**src/rtl/scd_params.svh**
```systemverilog
// Opcodes, register addresses and field positions of the SPI command decoder.
`ifndef SCD_PARAMS_SVH
`define SCD_PARAMS_SVH

// ----------------------------------------------------------------
// Instruction bytes
// ----------------------------------------------------------------
`define SCD_OP_RESET 8'hc0
`define SCD_OP_READ 8'h03
`define SCD_OP_WRITE 8'h02
`define SCD_OP_BITMOD 8'h05
`define SCD_OP_STATUS 8'ha0
`define SCD_OP_RXSTAT 8'hb0
`define SCD_OP_RXRD_MASK 8'hf9
`define SCD_OP_RXRD_VAL 8'h90
`define SCD_OP_TXLD_MASK 8'hf8
`define SCD_OP_TXLD_VAL 8'h40
`define SCD_OP_RTS_MASK 8'hf8
`define SCD_OP_RTS_VAL 8'h80
`define SCD_TXLD_MAX 3'h5

// ----------------------------------------------------------------
// Register addresses and fields
// ----------------------------------------------------------------
`define SCD_ADDR_TRANSMIT_BUFFER_ZERO_CTRL 8'h30
`define SCD_ADDR_TRANSMIT_BUFFER_ZERO_ID 8'h31
`define SCD_ADDR_RECEIVE_BUFFER_ZERO_ID 8'h61
`define SCD_BUF_DATA_OFS 8'h05
`define SCD_ADDR_INTF 8'h2c
`define SCD_TRANSMIT_REQUEST_FLAG_BIT 3
`define SCD_MASK_ALL 8'hff
`define SCD_IDLE_BYTE 8'h00

`endif

```
**src/rtl/scd_pkg.sv**
```systemverilog
// Types shared by the SPI command decoder modules.
package scd_pkg;

	typedef enum logic [3:0] {
		ST_IDLE,
		ST_RD_ADDR,
		ST_RD_DATA,
		ST_WR_ADDR,
		ST_WR_DATA,
		ST_BM_ADDR,
		ST_BM_MASK,
		ST_BM_DATA,
		ST_STATUS,
		ST_RXSTAT,
		ST_IGNORE
	} scd_state_t;

endpackage

```
**src/rtl/scd_link_if.sv**
```systemverilog
// Byte-level link between the SPI shifter and the command decoder.
`timescale 1ns/100ps
interface scd_link_if;
	logic rxDone;
	logic [7:0] rxByte;
	logic txLoad;
	logic [7:0] txByte;
	logic frameStart;
	logic frameEnd;

	modport engine (output rxDone, output rxByte, output txLoad, output frameStart, output frameEnd,
		input txByte);
	modport decoder (input rxDone, input rxByte, input txLoad, input frameStart, input frameEnd,
		output txByte);
endinterface

```
**src/rtl/scd_spi_shifter.sv**
```systemverilog
// SPI pin synchroniser and byte shifter, modes 0,0 and 1,1.
`timescale 1ns/100ps
module scd_spi_shifter (
	// Clock and reset
	input wire logic sys_clk,
	input wire logic rst,
	// SPI pins
	input wire logic sckPin,
	input wire logic csNPin,
	input wire logic siPin,
	// Byte link
	scd_link_if.engine link,
	// Serial output
	output logic so,
	output logic soEn
);

	// ----------------------------------------------------------------
	// Pin synchronisers
	// ----------------------------------------------------------------
	logic sck1_q, sck2_q, sck3_q, csN1_q, csN2_q, csN3_q, si1_q, si2_q;

	always_ff @(posedge sys_clk)
	begin
		if (rst)
		begin
			sck1_q <= 1'b0;
			sck2_q <= 1'b0;
			sck3_q <= 1'b0;
			csN1_q <= 1'b1;
			csN2_q <= 1'b1;
			csN3_q <= 1'b1;
			si1_q <= 1'b0;
			si2_q <= 1'b0;
		end
		else
		begin
			sck1_q <= sckPin;
			sck2_q <= sck1_q;
			sck3_q <= sck2_q;
			csN1_q <= csNPin;
			csN2_q <= csN1_q;
			csN3_q <= csN2_q;
			si1_q <= siPin;
			si2_q <= si1_q;
		end
	end

	logic sckRise, sckFall, csFall, csRise;
	assign sckRise = sck2_q & ~sck3_q & ~csN2_q;
	assign sckFall = ~sck2_q & sck3_q & ~csN2_q;
	assign csFall = ~csN2_q & csN3_q;
	assign csRise = csN2_q & ~csN3_q;

	// ----------------------------------------------------------------
	// Shift registers
	// ----------------------------------------------------------------
	logic [2:0] bitCnt_q, bitCnt_d;
	logic [7:0] rxSh_q, rxSh_d, txSh_q, txSh_d, rxByte_q, rxByte_d;
	logic so_q, so_d, rxDone_q, rxDone_d, txLoad_q, txLoad_d;

	always_comb
	begin
		bitCnt_d = bitCnt_q;
		rxSh_d = rxSh_q;
		txSh_d = txSh_q;
		rxByte_d = rxByte_q;
		so_d = so_q;
		rxDone_d = 1'b0;
		txLoad_d = 1'b0;
		// A byte cut short by a rising select never raises rxDone, so it is dropped.
		if (csFall)
			bitCnt_d = 3'h0;
		else
		begin
			if (sckRise)
			begin
				rxSh_d = {rxSh_q[6:0], si2_q};
				bitCnt_d = bitCnt_q + 3'h1;
				if (bitCnt_q == 3'h7)
				begin
					rxDone_d = 1'b1;
					rxByte_d = {rxSh_q[6:0], si2_q};
				end
			end
			if (sckFall)
			begin
				if (bitCnt_q == 3'h0)
				begin
					so_d = link.txByte[7];
					txSh_d = {link.txByte[6:0], 1'b0};
					txLoad_d = 1'b1;
				end
				else
				begin
					so_d = txSh_q[7];
					txSh_d = {txSh_q[6:0], 1'b0};
				end
			end
		end
	end

	always_ff @(posedge sys_clk)
	begin
		if (rst)
		begin
			bitCnt_q <= 3'h0;
			rxSh_q <= 8'h00;
			txSh_q <= 8'h00;
			rxByte_q <= 8'h00;
			so_q <= 1'b0;
			rxDone_q <= 1'b0;
			txLoad_q <= 1'b0;
			soEn <= 1'b0;
			link.frameStart <= 1'b0;
			link.frameEnd <= 1'b0;
		end
		else
		begin
			bitCnt_q <= bitCnt_d;
			rxSh_q <= rxSh_d;
			txSh_q <= txSh_d;
			rxByte_q <= rxByte_d;
			so_q <= so_d;
			rxDone_q <= rxDone_d;
			txLoad_q <= txLoad_d;
			soEn <= ~csN2_q;
			link.frameStart <= csFall;
			link.frameEnd <= csRise;
		end
	end

	assign so = so_q;
	assign link.rxDone = rxDone_q;
	assign link.rxByte = rxByte_q;
	assign link.txLoad = txLoad_q;

endmodule // scd_spi_shifter

```
**src/rtl/scd_spi_decoder.sv**
```systemverilog
// SPI instruction decoder of the CAN controller, top level.
`timescale 1ns/100ps
`include "scd_params.svh"
// ----------------------------------------------------------------
// ----------------------------------------------------------------
module scd_spi_decoder (
	// Clock and reset
	input wire logic sys_clk,
	input wire logic rst,
	// SPI pins
	input wire logic sckPin,
	input wire logic csNPin,
	input wire logic siPin,
	output logic so,
	output logic soEn,
	// Register file port
	output logic [7:0] regRdAddr,
	input wire logic [7:0] regRdData,
	output logic regWrEn,
	output logic [7:0] regWrAddr,
	output logic [7:0] regWrData,
	output logic [7:0] regWrMask,
	// Live status from the register file
	input wire logic [7:0] intFlags,
	input wire logic [2:0] txReqFlags,
	input wire logic [1:0] rxExtId,
	input wire logic [1:0] rxRemote,
	input wire logic [2:0] rxFilt0,
	input wire logic [2:0] rxFilt1,
	// Device reset request
	output logic resetReq
);

	scd_link_if link ();

	scd_spi_shifter i_scd_spi_shifter (
		.sys_clk(sys_clk),
		.rst(rst),
		.sckPin(sckPin),
		.csNPin(csNPin),
		.siPin(siPin),
		.link(link.engine),
		.so(so),
		.soEn(soEn)
	);

	// ----------------------------------------------------------------
	// Address helpers
	// ----------------------------------------------------------------
	function automatic logic [7:0] txBufAddr(input logic [2:0] sel);
		return `SCD_ADDR_TRANSMIT_BUFFER_ZERO_ID + {2'b00, sel[2:1], 4'h0} + (sel[0] ? `SCD_BUF_DATA_OFS : 8'h00);
	endfunction

	function automatic logic [7:0] rxBufAddr(input logic [1:0] sel);
		return `SCD_ADDR_RECEIVE_BUFFER_ZERO_ID + {3'b000, sel[1], 4'h0} + (sel[0] ? `SCD_BUF_DATA_OFS : 8'h00);
	endfunction

	function automatic logic [7:0] txCtrlAddr(input logic [1:0] idx);
		return `SCD_ADDR_TRANSMIT_BUFFER_ZERO_CTRL + {2'b00, idx, 4'h0};
	endfunction

	// Control and status registers accept masked updates; buffers do not.
	function automatic logic bitModOk(input logic [7:0] addr);
		return (addr == 8'h0c) || (addr == 8'h0d) || (addr[3:1] == 3'h7) ||
			(addr >= 8'h28 && addr <= 8'h2d) || (addr[3:0] == 4'h0 && addr >= 8'h30 && addr <= 8'h70);
	endfunction

	// ----------------------------------------------------------------
	// Poll bytes
	// ----------------------------------------------------------------
	logic [7:0] statusByte, rxStatByte;
	logic useBuf0;

	// Built from the live register contents, so a plain read sees the same bits.
	assign statusByte = {intFlags[4], txReqFlags[2], intFlags[3], txReqFlags[1],
		intFlags[2], txReqFlags[0], intFlags[1], intFlags[0]};
	assign useBuf0 = intFlags[0];
	assign rxStatByte = {intFlags[1], intFlags[0], 1'b0,
		useBuf0 ? rxExtId[0] : rxExtId[1], useBuf0 ? rxRemote[0] : rxRemote[1],
		useBuf0 ? rxFilt0 : rxFilt1};

	// ----------------------------------------------------------------
	// Command sequencer
	// ----------------------------------------------------------------
	scd_pkg::scd_state_t state_q, state_d;
	logic [7:0] ptr_q, ptr_d, mask_q, mask_d;
	logic [2:0] txPend_q, txPend_d;
	logic rdClr_q, rdClr_d, rdBuf_q, rdBuf_d, resetReq_d;
	logic wrEn_d;
	logic [7:0] wrAddr_d, wrData_d, wrMask_d;
	logic [7:0] op;

	assign op = link.rxByte;

	always_comb
	begin
		state_d = state_q;
		ptr_d = ptr_q;
		mask_d = mask_q;
		txPend_d = txPend_q;
		rdClr_d = rdClr_q;
		rdBuf_d = rdBuf_q;
		resetReq_d = 1'b0;
		wrEn_d = 1'b0;
		wrAddr_d = regWrAddr;
		wrData_d = regWrData;
		wrMask_d = regWrMask;
		if (link.frameEnd)
		begin
			state_d = scd_pkg::ST_IDLE;
			rdClr_d = 1'b0;
			if (rdClr_q)
			begin
				wrEn_d = 1'b1;
				wrAddr_d = `SCD_ADDR_INTF;
				wrData_d = 8'h00;
				wrMask_d = {6'h00, rdBuf_q, ~rdBuf_q};
			end
		end
		else if (link.frameStart)
		begin
			state_d = scd_pkg::ST_IDLE;
			rdClr_d = 1'b0;
		end
		else
		begin
			unique case (state_q)
				scd_pkg::ST_IDLE:
					if (link.rxDone)
					begin
						state_d = scd_pkg::ST_IGNORE;
						if (op == `SCD_OP_RESET)
							resetReq_d = 1'b1;
						else if (op == `SCD_OP_READ)
							state_d = scd_pkg::ST_RD_ADDR;
						else if (op == `SCD_OP_WRITE)
							state_d = scd_pkg::ST_WR_ADDR;
						else if (op == `SCD_OP_BITMOD)
							state_d = scd_pkg::ST_BM_ADDR;
						else if (op == `SCD_OP_STATUS)
							state_d = scd_pkg::ST_STATUS;
						else if (op == `SCD_OP_RXSTAT)
							state_d = scd_pkg::ST_RXSTAT;
						else if ((op & `SCD_OP_RXRD_MASK) == `SCD_OP_RXRD_VAL)
						begin
							ptr_d = rxBufAddr(op[2:1]);
							rdClr_d = 1'b1;
							rdBuf_d = op[2];
							state_d = scd_pkg::ST_RD_DATA;
						end
						else if ((op & `SCD_OP_TXLD_MASK) == `SCD_OP_TXLD_VAL && op[2:0] <= `SCD_TXLD_MAX)
						begin
							ptr_d = txBufAddr(op[2:0]);
							state_d = scd_pkg::ST_WR_DATA;
						end
						else if ((op & `SCD_OP_RTS_MASK) == `SCD_OP_RTS_VAL)
							txPend_d = op[2:0];
					end
				scd_pkg::ST_RD_ADDR, scd_pkg::ST_WR_ADDR, scd_pkg::ST_BM_ADDR:
					if (link.rxDone)
					begin
						ptr_d = op;
						state_d = (state_q == scd_pkg::ST_RD_ADDR) ? scd_pkg::ST_RD_DATA :
							(state_q == scd_pkg::ST_WR_ADDR) ? scd_pkg::ST_WR_DATA : scd_pkg::ST_BM_MASK;
					end
				scd_pkg::ST_RD_DATA:
					if (link.txLoad)
						ptr_d = ptr_q + 8'h01;
				scd_pkg::ST_WR_DATA:
					if (link.rxDone)
					begin
						wrEn_d = 1'b1;
						wrAddr_d = ptr_q;
						wrData_d = op;
						wrMask_d = `SCD_MASK_ALL;
						ptr_d = ptr_q + 8'h01;
					end
				scd_pkg::ST_BM_MASK:
					if (link.rxDone)
					begin
						mask_d = op;
						state_d = scd_pkg::ST_BM_DATA;
					end
				scd_pkg::ST_BM_DATA:
					if (link.rxDone)
					begin
						wrEn_d = 1'b1;
						wrAddr_d = ptr_q;
						wrData_d = op;
						wrMask_d = bitModOk(ptr_q) ? mask_q : `SCD_MASK_ALL;
						state_d = scd_pkg::ST_IGNORE;
					end
				scd_pkg::ST_STATUS, scd_pkg::ST_RXSTAT, scd_pkg::ST_IGNORE: ;
			endcase
		end
		// Requests drain one per cycle, lowest buffer first, when the port is free.
		if (!wrEn_d && txPend_q != 3'h0)
		begin
			wrEn_d = 1'b1;
			wrData_d = 8'h01 << `SCD_TRANSMIT_REQUEST_FLAG_BIT;
			wrMask_d = 8'h01 << `SCD_TRANSMIT_REQUEST_FLAG_BIT;
			if (txPend_q[0])
			begin
				wrAddr_d = txCtrlAddr(2'd0);
				txPend_d[0] = 1'b0;
			end
			else if (txPend_q[1])
			begin
				wrAddr_d = txCtrlAddr(2'd1);
				txPend_d[1] = 1'b0;
			end
			else
			begin
				wrAddr_d = txCtrlAddr(2'd2);
				txPend_d[2] = 1'b0;
			end
		end
	end

	always_ff @(posedge sys_clk)
	begin
		if (rst)
		begin
			state_q <= scd_pkg::ST_IDLE;
			ptr_q <= 8'h00;
			mask_q <= 8'h00;
			txPend_q <= 3'h0;
			rdClr_q <= 1'b0;
			rdBuf_q <= 1'b0;
			resetReq <= 1'b0;
			regWrEn <= 1'b0;
			regWrAddr <= 8'h00;
			regWrData <= 8'h00;
			regWrMask <= 8'h00;
		end
		else
		begin
			state_q <= state_d;
			ptr_q <= ptr_d;
			mask_q <= mask_d;
			txPend_q <= txPend_d;
			rdClr_q <= rdClr_d;
			rdBuf_q <= rdBuf_d;
			resetReq <= resetReq_d;
			regWrEn <= wrEn_d;
			regWrAddr <= wrAddr_d;
			regWrData <= wrData_d;
			regWrMask <= wrMask_d;
		end
	end

	assign regRdAddr = ptr_q;

	// ----------------------------------------------------------------
	// Output byte selection
	// ----------------------------------------------------------------
	always_comb
	begin
		unique case (state_q)
			scd_pkg::ST_RD_DATA: link.txByte = regRdData;
			scd_pkg::ST_STATUS: link.txByte = statusByte;
			scd_pkg::ST_RXSTAT: link.txByte = rxStatByte;
			default: link.txByte = `SCD_IDLE_BYTE;
		endcase
	end

	logic opTaken;
	assign opTaken = link.rxDone && state_q == scd_pkg::ST_IDLE && !link.frameEnd && !link.frameStart;
endmodule // scd_spi_decoder

```
**config.mk**
```make
export PLATFORM = sky130hd
export DESIGN_NAME = scd_spi_decoder
export DESIGN_NICKNAME = d
export VERILOG_FILES = /design/src/rtl/scd_pkg.sv /design/src/rtl/scd_link_if.sv /design/src/rtl/scd_spi_shifter.sv /design/src/rtl/scd_spi_decoder.sv
export VERILOG_INCLUDE_DIRS = /design/src /design/src/rtl
export SDC_FILE = /design/constraint.sdc
export NUM_CORES = 1
export LEC_CHECK = 0
export ABC_CLOCK_PERIOD_IN_PS = 4400
export BUFFER_PORTS_ARGS = -buffer_cell sky130_fd_sc_hd__buf_2
export CORE_MARGIN = 5
export CORE_UTILIZATION = 60
export CTS_CLUSTER_DIAMETER = 150
export CTS_CLUSTER_SIZE = 12
export DETAILED_ROUTE_END_ITERATION = 8
export GPL_ROUTABILITY_DRIVEN = 0
export GPL_TIMING_DRIVEN = 0
export HOLD_SLACK_MARGIN = 0.1
export PLACE_DENSITY = 0.84
export SKIP_CTS_REPAIR_TIMING = 1
export SLEW_MARGIN = 10
export SYNTH_ARGS = -nofsm -noshare
export SYNTH_HDL_FRONTEND = slang
export SYNTH_SLANG_ARGS = --single-unit
```
**constraint.sdc**
```tcl
create_clock -name sys_clk -period 4.4 [get_ports sys_clk]
set_clock_uncertainty 0.2 [all_clocks]
set_input_delay 0.88 -clock sys_clk [delete_from_list [all_inputs] [get_ports sys_clk]]
set_output_delay 0.88 -clock sys_clk [all_outputs]
set_load 0.02 [all_outputs]
```
==> impl_metrics.ini <==
[run_status]
outcome = finished clean

[global_route]
overflow = 0
grt_max_degree = 19
track_usage_pct = 26.4
antenna_found_initial = 0
grt_pass1_vias = 4034
grt_pass1_wl_microns = 19000

[floorplanning]
start_util_pct = 60.7
die_h_microns = 95.2
io_pins = 70
die_area_sq_um = 9060
chipWidth_microns = 95.2
core_area_sq_um = 7180
rows = 31

[timing]
worstMarginPinSlew_ns = 0.864
setup_tns_ns = 0
rsz0062_at_grt = no
setup_violations = 0
slew_viol_final = 0
slew_headroom_pct = 42.3
hold_viol_final = 0
clock.fmax_mhz = 348
min_period_ns = 2.87
min_period_over_period_pct = 65.3

[synthesis]
synth.avg_cell_area_sq_um = 8.12
netlist_instances = 536
yosysTopAreaCellShare_pct = 41.4
synth_area_sq_um = 4350
async_reset_ff_share_pct = 0
synth_top_area_cell = dfxtp_1
synth_fp_nets = 579
ys_seq_elements = 90
synth_edf_count = 0
yosysUniqueCellTypes = 57
synth_warnings = 0
ys_seq_area_share_pct = 41.4
synthFlopType = dfxtp_1
ys_top_cells_by_area = dfxtp_1 (41%), a21oi_1 (6.8%), nor2_1 (5.2%), nand2_1 (5.0%), mux2i_1 (3.0%)

[critical_path]
critPathMaxStageDelay_ns = 0.46
critPathLaunchType = flop
path_buf_inv = 3
cp_top_family = compound AO/OA/AOI/OAI gates
required_ns = 4.51
crit_type = reg2reg
critPathCaptureType = flop
path_max_fanout = 10
crit_slowest_cell = a311oi_4
arrival_ns = 2.98
crit_path_cell_trace = clkbuf_1 > inv_1 > ha_1 > a21o_1 > a211o_1 > a311oi_4 > buf_6 > o21ai_2 > a21oi_2

[detailed_routing]
ant_nets = 0
drt_iter0_drc = 530
num_vias = 4273
wl_per_cell_microns = 16.3
first_pass_iters = 7
wl_microns = 11700
vias_per_cell = 5.98
drc = 0

[cts]
cts.path.max_buffers = 2
clkTransAtPathRegs_ns = 0.11
cts.sinks = 90
clk_latency_ns = 0.36
cts-root-buf = clkbuf_8
cts_tree = done
ctsHtreeMaxLevel = 3
cts_buffers = 9

[power_and_ir_drop]
power.total_mw = 1.42
p_leak_nw = 2.01
ir_drop_uv = 178
power_density_nw_per_um2 = 285

[final_layout]
final_util_pct = 69.5
final_layout_size_suffix_gt1_share_pct = 16.4
layout_common_cells = dfxtp_1 (90), buf_2 (67), nor2_1 (60), a21oi_1 (59), nand2_1 (58)
antenna_cells = 0
instances_no_fill = 715
layout.nets = 654
final_common_cell = dfxtp_1
synthToLayoutAreaGrowth_pct = 14.6

[placed_design]
dpl.cell_count = 699
dp_hpwl_microns = 8420
portBuffers = 64

[worst_hold_path]
min_path_type = reg2reg

[job]
max_cap_violations = 0
[flip-flops by register name (all words and copies together), names as in the netlist, 3 cells and up]
signal,count
mask_q,8
i_scd_spi_shifter.link.rxByte,8
i_scd_spi_shifter.rxSh_q,7
regWrData,8
txPend_q,3
i_scd_spi_shifter.bitCnt_q,3
i_scd_spi_shifter.txSh_q,7
regRdAddr,8
regWrAddr,8
state_q,4
regWrMask,8
[metrics by stage]
stage	worst slack (ns)	hold WS (ns)	instance area, sq um
2_1_floorplan	2.00	0.189	4350
3_3_place_gp	1.56	0.191	4800
3_5_place_dp	1.58	0.199	4800
4_1_cts	1.57	0.223	4990
5_1_grt	1.36	0.240	4990
6_report	1.53	0.220	4990
[layout make-up]
type,count,area (sq um)
inverter,16,60.1
sequential,90,1800
fill,574,2190
tap,99,124
multi-input combinational,390,2320
timing repair buffer,64,320
buffer,40,169
clock inverter,7,66.3
clock buffer,9,124
[metal layers]
metal / global-route usage, % / wire (microns) / vias up
li1: - / - / 2062
met1: 34.5 / 4940 / 1959
met2: 43.1 / 5570 / 219
met3: 5.37 / 977 / 33
met4: 9.38 / 205 / 0
met5: 0 / 0 / -
[cell families after synthesis]
kind of cell	synth area share, %
XOR/XNOR	1.81
AND/OR/NAND/NOR	24.6
AO/OA/AOI/OAI	20.6
flip-flops	41.4
multiplexers	3.77
adder cells (fa/ha/maj)	2.59
buffers and inverters	5.26
[synthesized netlist by cell type (all sizes together) (5+ instances only)]
cell type and n:
nor2 60, nand4 5, dfxtp 90, o31a 5
nand3 26, mux2i 13, nor3 17, a221oi 10
ha 9, or3 6, clkbuf 30, nand2 58
nor2b 9, nor4 5, inv 16, a21oi 61
a211oi 5, o21ai 22, a22oi 6, a31oi 8
buf 10, xnor2 5
[power breakdown]
group | leakage (nW) | total (mW) | switching [mW] | internal, mW
registers | 0.726 | 0.820 | 0.00200 | 0.818
logic | 1.19 | 0.0483 | 0.0294 | 0.0189
clock network | 0.0918 | 0.555 | 0.335 | 0.220
[worst paths after layout]
kind	endpoint	depth (start not counted)	startpoint	slack (ns)
max reg2reg	regRdAddr[6]	9	i_scd_spi_shifter.link.rxByte[1]	1.53
min	i_scd_spi_shifter.csN2_q	1	i_scd_spi_shifter.csN1_q	0.22
min reg2reg	i_scd_spi_shifter.csN2_q	1	i_scd_spi_shifter.csN1_q	0.22
max	regRdAddr[6]	9	i_scd_spi_shifter.link.rxByte[1]	1.53
(Power assumes the default switching activity.)
